==> config.mk <==
export PLATFORM = sky130hd
export DESIGN_NAME = sram_boundary_scan_tap
export DESIGN_NICKNAME = d
export VERILOG_FILES = /design/src/rtl/sram_boundary_scan_tap.v
export VERILOG_INCLUDE_DIRS = /design/src /design/src/include
export SDC_FILE = /design/constraint.sdc
export NUM_CORES = 1
export LEC_CHECK = 0
export BUFFER_PORTS_ARGS = -buffer_cell sky130_fd_sc_hd__buf_2
export CAP_MARGIN = 40
export CORE_MARGIN = 5
export CORE_UTILIZATION = 50
export DETAILED_ROUTE_END_ITERATION = 10
export PLACE_DENSITY = 0.71
export SYNTH_ARGS = -nofsm -noshare
export SYNTH_HDL_FRONTEND = slang
export SYNTH_SLANG_ARGS = --single-unit
==> constraint.sdc <==
create_clock -name i_clk -period 1.7 [get_ports i_clk]
set_clock_uncertainty 0.05 [all_clocks]
set_input_delay 0.085 -clock i_clk [delete_from_list [all_inputs] [get_ports i_clk]]
set_output_delay 0.085 -clock i_clk [all_outputs]
set_load 0.05 [all_outputs]
==> src/include/scan_tap_consts.vh <==
`ifndef SCAN_TAP_CONSTS_VH
`define SCAN_TAP_CONSTS_VH

// ----------------------------------------------------------------------------
// Register sizes
// ----------------------------------------------------------------------------
`define IR_WIDTH        3
`define ID_WIDTH        32
`define BSR_WIDTH       51

// ----------------------------------------------------------------------------
// Instruction codes
// ----------------------------------------------------------------------------
`define INS_EXTEST      3'h0
`define INS_IDCODE      3'h1
`define INS_SAMPLE_Z    3'h2
`define INS_SAMPLE      3'h4
`define INS_BYPASS      3'h7
`define IR_CAPTURE_VAL  3'h1

// ----------------------------------------------------------------------------
// Identification word fields
// ----------------------------------------------------------------------------
`define ID_REV_MSB      31
`define ID_REV_LSB      28
`define ID_DEPTH_MSB    27
`define ID_DEPTH_LSB    23
`define ID_WIDTH_MSB    22
`define ID_WIDTH_LSB    18
`define ID_RSVD_MSB     17
`define ID_RSVD_LSB     12
`define ID_MFR_MSB      11
`define ID_MFR_LSB      1
// Field values below are arbitrary, neutral codes
`define ID_REV_VAL      4'h0
`define ID_DEPTH_VAL    5'h0A
`define ID_WIDTH_VAL    5'h05
`define ID_RSVD_VAL     6'h00
`define ID_MFR_VAL      11'h2A5

// ----------------------------------------------------------------------------
// Cell positions in the 51-cell chain (cell n at bit n-1)
// ----------------------------------------------------------------------------
`define CELL_SLEEP      11
`define CELL_SYSCLK     26
`define CELL_BURST_ORD  44
`define CELL_BURST_A1   49
`define CELL_BURST_A0   50

// ----------------------------------------------------------------------------
// Cell positions in the 70-cell wide chain, not built in this block
// ----------------------------------------------------------------------------
`define WIDE_BSR_WIDTH       70
`define WIDE_CELL_SLEEP      16
`define WIDE_CELL_SYSCLK     34
`define WIDE_CELL_UNUSED     53
`define WIDE_CELL_BURST_ORD  63
`define WIDE_CELL_BURST_A1   68
`define WIDE_CELL_BURST_A0   69

`endif

==> src/rtl/sram_boundary_scan_tap.v <==
// Function
// Three-bit IR, bypass, 32-bit ID, 51-cell chain
// Code 000 samples chain, outputs high impedance
// Code 001 loads ID word, selects ID
// Code 010 samples chain, outputs high impedance
// Controller never loads codes 011, 101, 110; the code loads them at IR update and runs them as bypass
// Code 100 samples chain, no preload update
// Code 111 selects single-bit bypass register
// ID holds revision, depth, width fields
// ID bits 17:12 reserved field
// ID bits 11:1 manufacturer code
// ID bit 0 always one
// Wide organisation chain has 70 cells
// Wide organisation sleep, clock, mode cell positions
// Narrow chain sleep 12, clock 27, mode 45
// Highest cell index 69 or 50
// Output changes on falling test clock edge
// IR capture loads 01 into low bits
// Reset state selects identification instruction
// New instruction acts only at IR update
// Standard sixteen-state controller driven by mode select
// Least significant bit shifts out first
`timescale 1ns/1ps
`include "scan_tap_consts.vh"

module sram_boundary_scan_tap
(
  input  wire                  i_clk,
  input  wire                  i_rst_n,
  input  wire                  i_ce,
  input  wire                  i_tck,
  input  wire                  i_tms,
  input  wire                  i_tdi,
  input  wire [`BSR_WIDTH-1:0] i_pin_ring,
  output reg                   o_tdo,
  output reg                   o_tdo_oe,
  output reg                   o_outputs_hiz
);

  // --------------------------------------------------------------------------
  // Controller states
  // --------------------------------------------------------------------------
  localparam [3:0] ST_RESET = 4'h0, ST_IDLE = 4'h1, ST_SEL_DR = 4'h2, ST_CAP_DR = 4'h3,
                   ST_SH_DR = 4'h4, ST_EX1_DR = 4'h5, ST_PAU_DR = 4'h6, ST_EX2_DR = 4'h7,
                   ST_UPD_DR = 4'h8, ST_SEL_IR = 4'h9, ST_CAP_IR = 4'hA, ST_SH_IR = 4'hB,
                   ST_EX1_IR = 4'hC, ST_PAU_IR = 4'hD, ST_EX2_IR = 4'hE, ST_UPD_IR = 4'hF;

  // --------------------------------------------------------------------------
  // Pin synchronisers and test clock edge detect
  // --------------------------------------------------------------------------
  reg [2:0]             tck_sync_ff;
  reg [1:0]             tms_sync_ff;
  reg [1:0]             tdi_sync_ff;
  reg [`BSR_WIDTH-1:0]  ring_meta_ff;
  reg [`BSR_WIDTH-1:0]  ring_sync_ff;
  reg [3:0]             state_ff;
  reg [3:0]             nxt_state;
  reg [`IR_WIDTH-1:0]   ir_shift_ff;
  reg [`IR_WIDTH-1:0]   ir_ff;
  reg                   bypass_ff;
  reg [`ID_WIDTH-1:0]   id_shift_ff;
  reg [`BSR_WIDTH-1:0]  bsr_ff;
  wire                  tck_rise;
  wire                  tck_fall;
  wire                  tms_s;
  wire                  tdi_s;
  wire [`ID_WIDTH-1:0]  id_word;

  // --------------------------------------------------------------------------
  // Instruction decode
  // --------------------------------------------------------------------------
  // Codes that put the boundary scan chain on the serial path
  function selects_ring;
    input [`IR_WIDTH-1:0] code;
    begin
      selects_ring = (code == `INS_EXTEST) || (code == `INS_SAMPLE_Z) || (code == `INS_SAMPLE);
    end
  endfunction

  // Codes that float the memory's functional outputs
  function floats_pins;
    input [`IR_WIDTH-1:0] code;
    begin
      floats_pins = (code == `INS_EXTEST) || (code == `INS_SAMPLE_Z);
    end
  endfunction

  assign tck_rise = tck_sync_ff[1] & ~tck_sync_ff[2];
  assign tck_fall = ~tck_sync_ff[1] & tck_sync_ff[2];
  assign tms_s    = tms_sync_ff[1];
  assign tdi_s    = tdi_sync_ff[1];

  always @(posedge i_clk)
  begin
    if (!i_rst_n)
    begin
      tck_sync_ff  <= 3'h0;
      tms_sync_ff  <= 2'h3;
      tdi_sync_ff  <= 2'h3;
      ring_meta_ff <= {`BSR_WIDTH{1'b0}};
      ring_sync_ff <= {`BSR_WIDTH{1'b0}};
    end
    else if (i_ce)
    begin
      tck_sync_ff  <= {tck_sync_ff[1:0], i_tck};
      tms_sync_ff  <= {tms_sync_ff[0], i_tms};
      tdi_sync_ff  <= {tdi_sync_ff[0], i_tdi};
      ring_meta_ff <= i_pin_ring;
      ring_sync_ff <= ring_meta_ff;
    end
  end

  // --------------------------------------------------------------------------
  // Identification word
  // --------------------------------------------------------------------------
  assign id_word = {`ID_REV_VAL, `ID_DEPTH_VAL, `ID_WIDTH_VAL,
                    `ID_RSVD_VAL,
                    `ID_MFR_VAL,
                    1'b1};

  // --------------------------------------------------------------------------
  // Controller next state
  // --------------------------------------------------------------------------
  always @*
  begin
    nxt_state = state_ff;
    case (state_ff)
      ST_RESET:  nxt_state = tms_s ? ST_RESET  : ST_IDLE;
      ST_IDLE:   nxt_state = tms_s ? ST_SEL_DR : ST_IDLE;
      ST_SEL_DR: nxt_state = tms_s ? ST_SEL_IR : ST_CAP_DR;
      ST_CAP_DR: nxt_state = tms_s ? ST_EX1_DR : ST_SH_DR;
      ST_SH_DR:  nxt_state = tms_s ? ST_EX1_DR : ST_SH_DR;
      ST_EX1_DR: nxt_state = tms_s ? ST_UPD_DR : ST_PAU_DR;
      ST_PAU_DR: nxt_state = tms_s ? ST_EX2_DR : ST_PAU_DR;
      ST_EX2_DR: nxt_state = tms_s ? ST_UPD_DR : ST_SH_DR;
      ST_UPD_DR: nxt_state = tms_s ? ST_SEL_DR : ST_IDLE;
      ST_SEL_IR: nxt_state = tms_s ? ST_RESET  : ST_CAP_IR;
      ST_CAP_IR: nxt_state = tms_s ? ST_EX1_IR : ST_SH_IR;
      ST_SH_IR:  nxt_state = tms_s ? ST_EX1_IR : ST_SH_IR;
      ST_EX1_IR: nxt_state = tms_s ? ST_UPD_IR : ST_PAU_IR;
      ST_PAU_IR: nxt_state = tms_s ? ST_EX2_IR : ST_PAU_IR;
      ST_EX2_IR: nxt_state = tms_s ? ST_UPD_IR : ST_SH_IR;
      ST_UPD_IR: nxt_state = tms_s ? ST_SEL_DR : ST_IDLE;
      default:   nxt_state = ST_RESET;
    endcase
  end

  // --------------------------------------------------------------------------
  // Rising test clock: state, instruction and data registers
  // --------------------------------------------------------------------------
  always @(posedge i_clk)
  begin
    if (!i_rst_n)
    begin
      state_ff    <= ST_RESET;
      ir_shift_ff <= `IR_CAPTURE_VAL;
      ir_ff       <= `INS_IDCODE;
      bypass_ff   <= 1'b0;
      id_shift_ff <= {`ID_WIDTH{1'b0}};
      bsr_ff      <= {`BSR_WIDTH{1'b0}};
    end
    else if (i_ce && tck_rise)
    begin
      state_ff <= nxt_state;
      case (state_ff)
        ST_RESET:
          ir_ff <= `INS_IDCODE;
        ST_CAP_IR:
          ir_shift_ff <= {1'b0, 2'h1};
        ST_SH_IR:
          ir_shift_ff <= {tdi_s, ir_shift_ff[`IR_WIDTH-1:1]};
        ST_UPD_IR:
          ir_ff <= ir_shift_ff;
        // Only the narrow chain is built; the wide layout stays in the header
        ST_CAP_DR:
        begin
          bypass_ff <= 1'b0;
          if (ir_ff == `INS_IDCODE)
            id_shift_ff <= id_word;
          else if (selects_ring(ir_ff))
            bsr_ff <= ring_sync_ff;
        end
        ST_SH_DR:
        begin
          if (ir_ff == `INS_IDCODE)
            id_shift_ff <= {tdi_s, id_shift_ff[`ID_WIDTH-1:1]};
          else if (selects_ring(ir_ff))
            bsr_ff <= {tdi_s, bsr_ff[`BSR_WIDTH-1:1]};
          else
            bypass_ff <= tdi_s;
        end
        default:
          ;                                                        // Update-DR loads no preset
      endcase
    end
  end

  // --------------------------------------------------------------------------
  // Falling test clock: serial output; output float control on every enabled clock
  // --------------------------------------------------------------------------
  always @(posedge i_clk)
  begin
    if (!i_rst_n)
    begin
      o_tdo         <= 1'b0;
      o_tdo_oe      <= 1'b0;
      o_outputs_hiz <= 1'b0;
    end
    else if (i_ce)
    begin
      o_outputs_hiz <= floats_pins(ir_ff);
      if (tck_fall)
      begin
        o_tdo_oe <= (state_ff == ST_SH_DR) || (state_ff == ST_SH_IR);
        if (state_ff == ST_SH_IR)
          o_tdo <= ir_shift_ff[0];
        else if (ir_ff == `INS_IDCODE)
          o_tdo <= id_shift_ff[0];
        else if (selects_ring(ir_ff))
          o_tdo <= bsr_ff[0];
        else
          o_tdo <= bypass_ff;
      end
    end
  end

endmodule

==> Word level (Yosys, flattened, before mapping) <==
Cells that the tools add are included.
{ "totals": {"reg_bits": 206, "input_bits": 57, "output_inout_bits": 3, "wordCells": 90} }
{ "classes": {"eq_ne": 25, "muxes": 29, "n_bitwise": 4, "reduce_logical": 18} }
{ "op_table": {"columns": ["op", "n"], "rows": [
  ["51-bit two-way mux", 4],
  ["51-bit case mux with 2 select lines", 1],
  ["32-bit two-way mux", 2],
  ["32-bit case mux with 2 select lines", 1],
  ["4-bit case mux with 12 select lines", 1],
  ["4-bit == test, second input constant", 8],
  ["4-bit by 3-bit == test with 1-bit output, second input constant", 4],
  ["4-bit two-way mux", 4],
  ["2-bit inequality test, second input constant", 7],
  ["3-bit case mux with 2 select lines", 2],
  ["4-bit by 2-bit == test with 1-bit output, second input constant", 2],
  ["1-bit two-way mux", 8],
  ["4-bit AND reduction", 2],
  ["2-bit two-way mux", 3],
  ["3-bit two-way mux", 2],
  ["2-bit AND reduction", 3],
  ["6-bit AND reduction", 1],
  ["2-bit nonzero test", 3],
  ["4-bit by 1-bit == test with 1-bit output, second input constant", 1],
  ["4-bit zero test", 1],
  ["2-bit OR reduction", 2],
  ["3-bit by 1-bit == test with 1-bit output, second input constant", 1],
  ["3-bit by 2-bit == test with 1-bit output, second input constant", 1],
  ["3-bit == test, second input constant", 1],
  ["other kinds (7)", 11]
]} }

==> Logic depth before layout (Yosys ltp) <==
Gate-level depths: netlist (run 1).
{ "logic_depth": {"word_depth": 6, "ltp_mapped": 8, "depth_no_buf": 4} }

==> Worst setup path before layout (run 1) <==
OpenSTA, ideal clock, no wires.
{ "synth_timing": {"path_kind": "reg2reg", "from": "register state_ff[1]", "to": "register bsr_ff[42]", "setup_ps": 116, "arrival_ps": 1429, "required_time_ps": 1534, "setup_slack_ps": 105, "stages_incl_launch_ff": 8, "n_path_buf": 3, "synth_period_minus_slack_ps": 1595, "cell_sequence": "dfxtp_1 buf_2 or4b_1 buf_6 buf_6 nand2_1 nand3_1 o211a_1"} }
{ "synth_between": {"elab_chain_cells": 3, "elab_cells_between_ends": 9, "cone_classes": "eq/ne (6); mux (1); reduce/logical (2)"} }
{ "synth_lines": {"columns": ["element", "line", "rtl"], "rows": [
  ["from (decl)", "sram_boundary_scan_tap.v:56", "reg [3:0] state_ff;"],
  ["from (signal assigned)", "sram_boundary_scan_tap.v:164", "state_ff <= nxt_state;"],
  ["4-bit by 2-bit == test with 1-bit output or 4-bit by 3-bit == test with 1-bit output (tied branches)", "sram_boundary_scan_tap.v:165", "case (state_ff)"],
  ["2-bit inequality test (no source line) or 2-bit nonzero test (tied branches)", null, null],
  ["6-bit AND reduction (no source line)", null, null],
  ["to (signal assigned)", "sram_boundary_scan_tap.v:160", "bsr_ff <= {`BSR_WIDTH{1'b0}};"],
  ["to (signal assigned)", "sram_boundary_scan_tap.v:181", "bsr_ff <= ring_sync_ff;"],
  ["to (signal assigned)", "sram_boundary_scan_tap.v:188", "bsr_ff <= {tdi_s, bsr_ff[`BSR_WIDTH-1:1]};"],
  ["to (decl)", "sram_boundary_scan_tap.v:62", "reg [`BSR_WIDTH-1:0] bsr_ff;"]
]} }
Parallel ways exist; a longest one is shown, timed or not.
A chain may end at the register's enable or synchronous reset.

==> Worst setup path after layout (run 1) <==
{ "layout_timing": {"from": "register state_ff[0]", "to": "register id_shift_ff[13]"} }
{ "layout_between": {"elab_chain_cells": 3, "elab_cells_between_ends": 7, "cone_classes": "eq/ne (4); mux (1); reduce/logical (2)"} }
{ "layout_lines": {"columns": ["element", "line", "rtl"], "rows": [
  ["4-bit by 2-bit == test with 1-bit output or 4-bit by 3-bit == test with 1-bit output (tied branches)", "sram_boundary_scan_tap.v:165", null],
  ["2-bit inequality test (no source line) or 2-bit nonzero test (tied branches)", null, null],
  ["4-bit AND reduction (no source line)", null, null],
  ["to (signal assigned)", "sram_boundary_scan_tap.v:159", "id_shift_ff <= {`ID_WIDTH{1'b0}};"],
  ["to (signal assigned)", "sram_boundary_scan_tap.v:179", "id_shift_ff <= id_word;"],
  ["to (signal assigned)", "sram_boundary_scan_tap.v:186", "id_shift_ff <= {tdi_s, id_shift_ff[`ID_WIDTH-1:1]};"],
  ["to (decl)", "sram_boundary_scan_tap.v:61", "reg [`ID_WIDTH-1:0] id_shift_ff;"]
]} }
Parallel ways exist; a longest one is shown, timed or not.

==> results of run 1 <==
-- cells in the final DEF, fill, tap and decap left out, drive strengths merged, types with 2 or more instances in the layout --
master and instances:
buf 105, xnor2 2, clkinv 4, a21oi 5, clkbuf 47, dfxtp 206
dlygate4sd3 60, nand4 2, nor2b 112, a211oi 2, and3 2, nand3 106
nand2b 2, mux2i 110, o21ai 54, a31oi 3, a22oi 2, nand2 113
o211ai 2, o21a 2, nor2 13, and3b 3, o211a 52, nor3 4
inv 3
-- final cells by class --
| class | count | area share [%] |
|---|---|---|
| multi-input combinational | 609 | 37.2 |
| sequential | 206 | 37.3 |
| clock inverter | 5 | 0.553 |
| tap | 220 | 2.48 |
| inverter | 3 | 0.102 |
| clock buffer | 35 | 6.04 |
| timing repair buffer | 177 | 16.3 |
-- logic make-up (layout without fill, tap and decap cells) --
| group | after synthesis | in the layout | synth area share (%) |
|---|---|---|---|
| AO/OA/AOI/OAI | 131 | 131 | 11.7 |
| multiplexers | 110 | 110 | 12.9 |
| buffers and inverters | 83 | 220 | 4.85 |
| adder cells (fa/ha/maj) | 1 | 1 | 0.117 |
| flip-flops | 206 | 206 | 48.3 |
| XOR/XNOR | 2 | 2 | 0.205 |
| AND/OR/NAND/NOR | 365 | 365 | 22.0 |
-- stage by stage --
stage | cells | util, %
floorplan | 898 | -
global placement | 1126 | 54.6
detailed placement | 1126 | 54.6
CTS | 1229 | 63.1
global route | 1255 | 66.6
finish | 1255 | 66.6
-- worst paths after layout --
check                                                     to  slack, ns  cells after the start
worst max-delay path            id_shift_ff[13]$_SDFFE_PN0P_      -0.05                      6
worst min-delay path                   ir_ff[0]$_SDFFE_PN1P_       0.18                      4
worst max register to register  id_shift_ff[13]$_SDFFE_PN0P_      -0.05                      6
worst min register to register  id_shift_ff[17]$_SDFFE_PN0P_       0.41                      2
-- tightest hold or removal path, delay by kind of cell --
| kind | cells | cell delay (ns) |
|---|---|---|
| AOI/OAI and AO/OA | 1 | 0.11 |
| buffers and inverters | 1 | 0.13 |
| and+or+nand+nor | 2 | 0.35 |
-- per-layer routing --
layer  vias up  routed length, um
met2       134               8990
li1       3361                  -
met3        41                823
met1      3104               9030
met4         0                421
met5         -                  0
-- power groups by stage --
stage | registers [uW] | clock network, uW | logic [uW]
after CTS | 5020 | 4780 | 639
after detailed placement | 5130 | 0 | 526
after global routing | 5030 | 4990 | 711
final | 5020 | 4680 | 649
after floorplan | 5100 | 0 | 379
after global placement | 5120 | 0 | 520
-- registers in the layout (all words and copies together), names as in the netlist --
register       count
bsr_ff            51
bypass_ff          1
id_shift_ff       32
ir_ff              3
ir_shift_ff        3
o_outputs_hiz      1
o_tdo              1
o_tdo_oe           1
ring_meta_ff      51
ring_sync_ff      51
state_ff           4
tck_sync_ff        3
tdi_sync_ff        2
tms_sync_ff        2
-- what timing repair did --
action / CTS / global route
gates cloned: 2 / 18
setup endpoints to repair: 54 / 83
hold endpoints to repair: 83 / 0
buffers inserted: 1 / 8
pin swaps: 1 / 7
gates resized for setup: 2 / 35
hold buffers: 60 / 0
==> flow_summary.yaml, run 1 <==
power_and_ir_drop:
  p_total_uw: 10400
  p_int_uw: 8170
  combPwrFrac_pct: 6.3
  power_frac_seq_pct: 48.5
  leakage_uw: 0.00492
  pwr-share-clk_pct: 45.2
  powerDensity_nw_per_um2: 934
  p_sw_share_pct: 21.1
  power.switching_uw: 2180
  ir_worst_vdd_mv: 0.714
clock_network:
  htreeDepth: 1
  clock_path_buffers: 3
  clock-sinks: 206
  numCtsBuffers: 22
  clk_pin_slew_ns: 0.06
  root_buffer: "clkbuf_16"
  tritoncts: "done"
  clk-insertion-delay-late_ns: 0.49
global_route:
  grt.met3_usage_pct: 2.24
  busiest_layer: "met2"
  grt_pass1_wl_um: 28400
  met2_usage_pct: 27.6
  grt_max_degree: 65
  overflow: 0
  grt_use_total_pct: 16.5
  grtUsageMet1_pct: 22.6
  first_global_vias: 6063
  antenna_found_initial: 0
floorplan:
  die_y_um: 141
  coreArea_sq_um: 16600
  die_x_um: 141
  io_pins: 60
  initial_core_util_pct: 51.3
  num_rows: 47
  die_area_sq_um: 19800
worst_setup_path:
  critical_path.max_stage_delay_ns: 0.37
  startpoint_type: "register"
  timing.rr.start: "state_ff[0]$_SDFFE_PN0P_"
  worstSetupPathType: "register to register"
  path_cells: "buf_8 > and3b_2 > o2111ai_4 > clkbuf_16 > nand3_1 > o21ai_1"
  worstSetupStartpoint: "state_ff[0]$_SDFFE_PN0P_"
  worstPathRequired_ns: 2.07
  crit_arrival_ns: 2.12
  end_kind: "register"
  critPathSlowestCell: "o2111ai_4"
  crit_fanout: 32
  cp_top_family: "compound AO/OA/AOI/OAI gates"
  critPathBufInv: 2
layout:
  stdcell_area_sq_um: 11100
  multiInputGateArea_sq_um: 4130
  seqCellArea_sq_um: 4130
  fillers: 1267
  antenna_cells: 0
  area_growth_pct: 29.8
  drive_gt1_share_pct: 17.8
  nets: 1076
logic_synthesis:
  synthTopCellsByArea: "dfxtp_1 (48%), mux2i_1 (13%), nor2b_1 (8.2%)"
  yosysMostFrequentCell: "dfxtp_1"
  synth-seq-cells: 206
  synth.avg_cell_area_sq_um: 9.51
  synthCells: 898
  synth_cell_type_count: 47
  async_flop_share_pct: 0
  netlist_area_sq_um: 8540
  syn_nets: 955
  yosysTopAreaCell: "dfxtp_1"
  yosysWarnings: 0
  synth_seq_area_share_pct: 48.3
  synth-edff-count: 0
  yosysTopAreaCellShare_pct: 48.3
  ys.flop_type: "dfxtp_1"
  yosys-top-cells-count: "dfxtp_1 (206), nand2_1 (113), nor2b_1 (112)"
sta:
  fmax_ghz: 0.572
  whs_ns: 0.184
  hold_viol_final: 0
  rsz0062_at_grt: "yes"
  setup_tns_ns: -0.0485
  maxSlewHeadroom_pct: 69.0
  worst_slew_pin_slew_ns: 0.463
  finalCritPeriodShare_pct: 103
  setup-violations-final: 1
  period_minus_slack_ns: 1.75
  setup_slack_ns: -0.0485
  final-max-slew-violation-count: 0
place:
  hpwl_um: 9500
  placed_area_sq_um: 9090
  gp_congestion: 0.739
  place_ws_ns: -0.0300
  io_buffers: 59
route:
  drt_iter0_drc: 323
  ant_nets: 0
  vias: 6640
  drt-wirelength-per-cell_um: 15.4
  wl_um: 19300
  drtPass1Iterations: 5
  viasPerCell: 5.29
  drcViolationCount: 0
run_status:
  violations: "setup timing"
  outcome: "finished, violations left"
run:
  maxCapViolations: 0
min_path:
  holdCritStartpoint: "i_ce"
  hold_path_class: "input port to register"
Note: power is estimated with default switching activity, not from simulation.
==> inputs of run 2 (changes only) <==
==> constraint.sdc (replaced) <==
create_clock -name i_clk -period 1.6 [get_ports i_clk]
set_clock_uncertainty 0.05 [all_clocks]
set_input_delay 0.08 -clock i_clk [delete_from_list [all_inputs] [get_ports i_clk]]
set_output_delay 0.08 -clock i_clk [all_outputs]
set_load 0.05 [all_outputs]
==> run 2 against run 1 <==
  * Sequential share of layout area decreased by 0.58 points
  * Cell count grew 0.40%
  * The flow still finishes with violations (setup timing)
  * Fmax grew 0.51%
  * Register-to-register slack got worse by 0.09 ns
  * Flip-flop and latch count unchanged
  * Critical path depth decreased by 1
  * Sequential power increased by 6.2%
  * First-iteration DRC count is 34% higher
  * Combinational power grew 14%
  * Routed wire length is 0.62% lower
==> flow_summary.yaml, run 2 (synthesis results as in run 1) <==
min_path:
  holdCritStartpoint: "i_pin_ring[28]"
  min_path_cells: 4
  worst_hold_path.endpoint: "ring_meta_ff[28]$_SDFFE_PN0P_"
  hold_path_class: "input port to register"
layout:
  nets: 1083
  area_growth_pct: 31.8
  mostFrequentLayoutCell: "dfxtp_1"
  layout_common_cells: "dfxtp_1 (202), nor2b_1 (112), mux2i_1 (110), nand2_1 (105), nand3_1 (76)"
  drive_gt1_share_pct: 21.3
  stdcell_area_sq_um: 11300
  antenna_cells: 0
  reg_top3: "bsr_ff x51, ring_meta_ff x51, ring_sync_ff x51"
sta:
  hold_viol_final: 0
  period_minus_slack_ns: 1.74
  finalCritPeriodShare_pct: 109
  rsz0062_at_grt: "yes"
  maxSlewHeadroom_pct: 73.7
  final-max-slew-violation-count: 0
  whs_ns: 0.322
  setup-violations-final: 87
  worst_slew_pin_slew_ns: 0.394
  setup_tns_ns: -5.62
  setup_slack_ns: -0.140
  fmax_ghz: 0.575
route:
  ant_nets: 0
  drt-wirelength-per-cell_um: 15.2
  drcViolationCount: 0
  drt_iter0_drc: 432
  viasPerCell: 5.32
  drtPass1Iterations: 5
  wl_um: 19100
  vias: 6697
global_route:
  antenna_found_initial: 0
  overflow: 0
  grt_use_total_pct: 18.2
  grt_max_degree: 62
  first_global_vias: 6601
  grt_pass1_wl_um: 31100
worst_setup_path:
  crit_fanout: 21
  end_kind: "register"
  worstPathRequired_ns: 1.92
  reg2reg_slack_ns: -0.14
  worstSetupPathType: "register to register"
  timing.rr.start: "state_ff[1]$_SDFFE_PN0P_"
  crit_arrival_ns: 2.06
  startpoint_type: "register"
  r2r_cells: 5
  r2r-end: "id_shift_ff[3]$_SDFFE_PN0P_"
clock_network:
  clock-sinks: 206
  clk-insertion-delay-late_ns: 0.51
  root_buffer: "clkbuf_16"
  clock_path_buffers: 3
  htreeDepth: 1
  clk_pin_slew_ns: 0.06
  tritoncts: "done"
  numCtsBuffers: 22
floorplan:
  initial_core_util_pct: 51.3
  coreArea_sq_um: 16600
  die_area_sq_um: 19800
  die_y_um: 141
  die_x_um: 141
  num_rows: 47
  io_pins: 60
place:
  gp_congestion: 0.794
  place_ws_ns: -0.130
  io_buffers: 59
  placed_area_sq_um: 9270
  hpwl_um: 9890
power_and_ir_drop:
  ir_worst_vdd_mv: 0.897
  p_total_uw: 10800
  leakage_uw: 0.00494
  powerDensity_nw_per_um2: 957
run_status:
  outcome: "finished, violations left"
  violations: "setup timing"
run:
  maxCapViolations: 0
run 2: cell types whose count changed in the layout (fill, tap and decap cells not counted), sizes merged:
cell,previous run,this run
inv,3,4
clkinv,4,3
dlygate4sd3,60,63
buf,105,119
clkbuf,47,35
bufinv,1,0
clkinvlp,0,1
run 2: layout make-up:
type / count / area, sq um
clock buffer: 33 / 632
clock inverter: 5 / 42.5
fill: 1232 / 5390
inverter: 3 / 11.3
multi-input combinational: 609 / 4340
sequential: 206 / 4130
tap: 220 / 275
timing repair buffer: 184 / 1830
run 2: per-layer routing:
metal / track usage [%] / wire length (um) / vias up
li1: - / - / 3376
met3: 3.69 / 926 / 33
met2: 31.7 / 9480 / 137
met4: 5.30 / 407 / 0
met1: 23.0 / 8330 / 3151
met5: 0 / 0 / -
run 2: per-stage QoR:
step / instances / util [%]
CTS: 1259 / 66.1
detailed placement: 1140 / 55.7
global placement: 1140 / 55.7
finish: 1260 / 67.6
global route: 1260 / 67.6
floorplan: 898 / -
run 2: how the worst max path moves through the flow:
stage                     slack (ns)                      from                            to
after floorplan                0.005  state_ff[1]$_SDFFE_PN0P_       bsr_ff[42]$_SDFFE_PN0P_
after global placement         -0.10  state_ff[3]$_SDFFE_PN0P_       bsr_ff[30]$_SDFFE_PN0P_
after detailed placement       -0.13  state_ff[3]$_SDFFE_PN0P_       bsr_ff[38]$_SDFFE_PN0P_
after CTS                      -0.08  state_ff[1]$_SDFFE_PN0P_       bsr_ff[19]$_SDFFE_PN0P_
after global routing           -0.17  state_ff[2]$_SDFFE_PN0P_  id_shift_ff[29]$_SDFFE_PN0P_
final                          -0.14  state_ff[1]$_SDFFE_PN0P_   id_shift_ff[3]$_SDFFE_PN0P_
run 2: where the power goes:
part | switching [uW] | total (uW) | internal, uW
Sequential | 72.3 | 5330 | 5260
Combinational | 326 | 738 | 412
Clock | 1960 | 4700 | 2730
run 2: what timing repair did:
action,4_1_cts,5_1_grt
gates resized for setup,63,59
setup buffers,13,1
pin swaps,18,17
hold buffers,63,0
endpoints found under the setup margin,86,93
cloned,6,2
endpoints found under the hold margin,81,0
run 2: critical path: stages, from the launching register on:
cell,delay [ns]
dfxtp_2,0.33
buf_4,0.13
or4b_4,0.57
buf_12,0.20
o21ai_0,0.24
o21ai_1,0.09
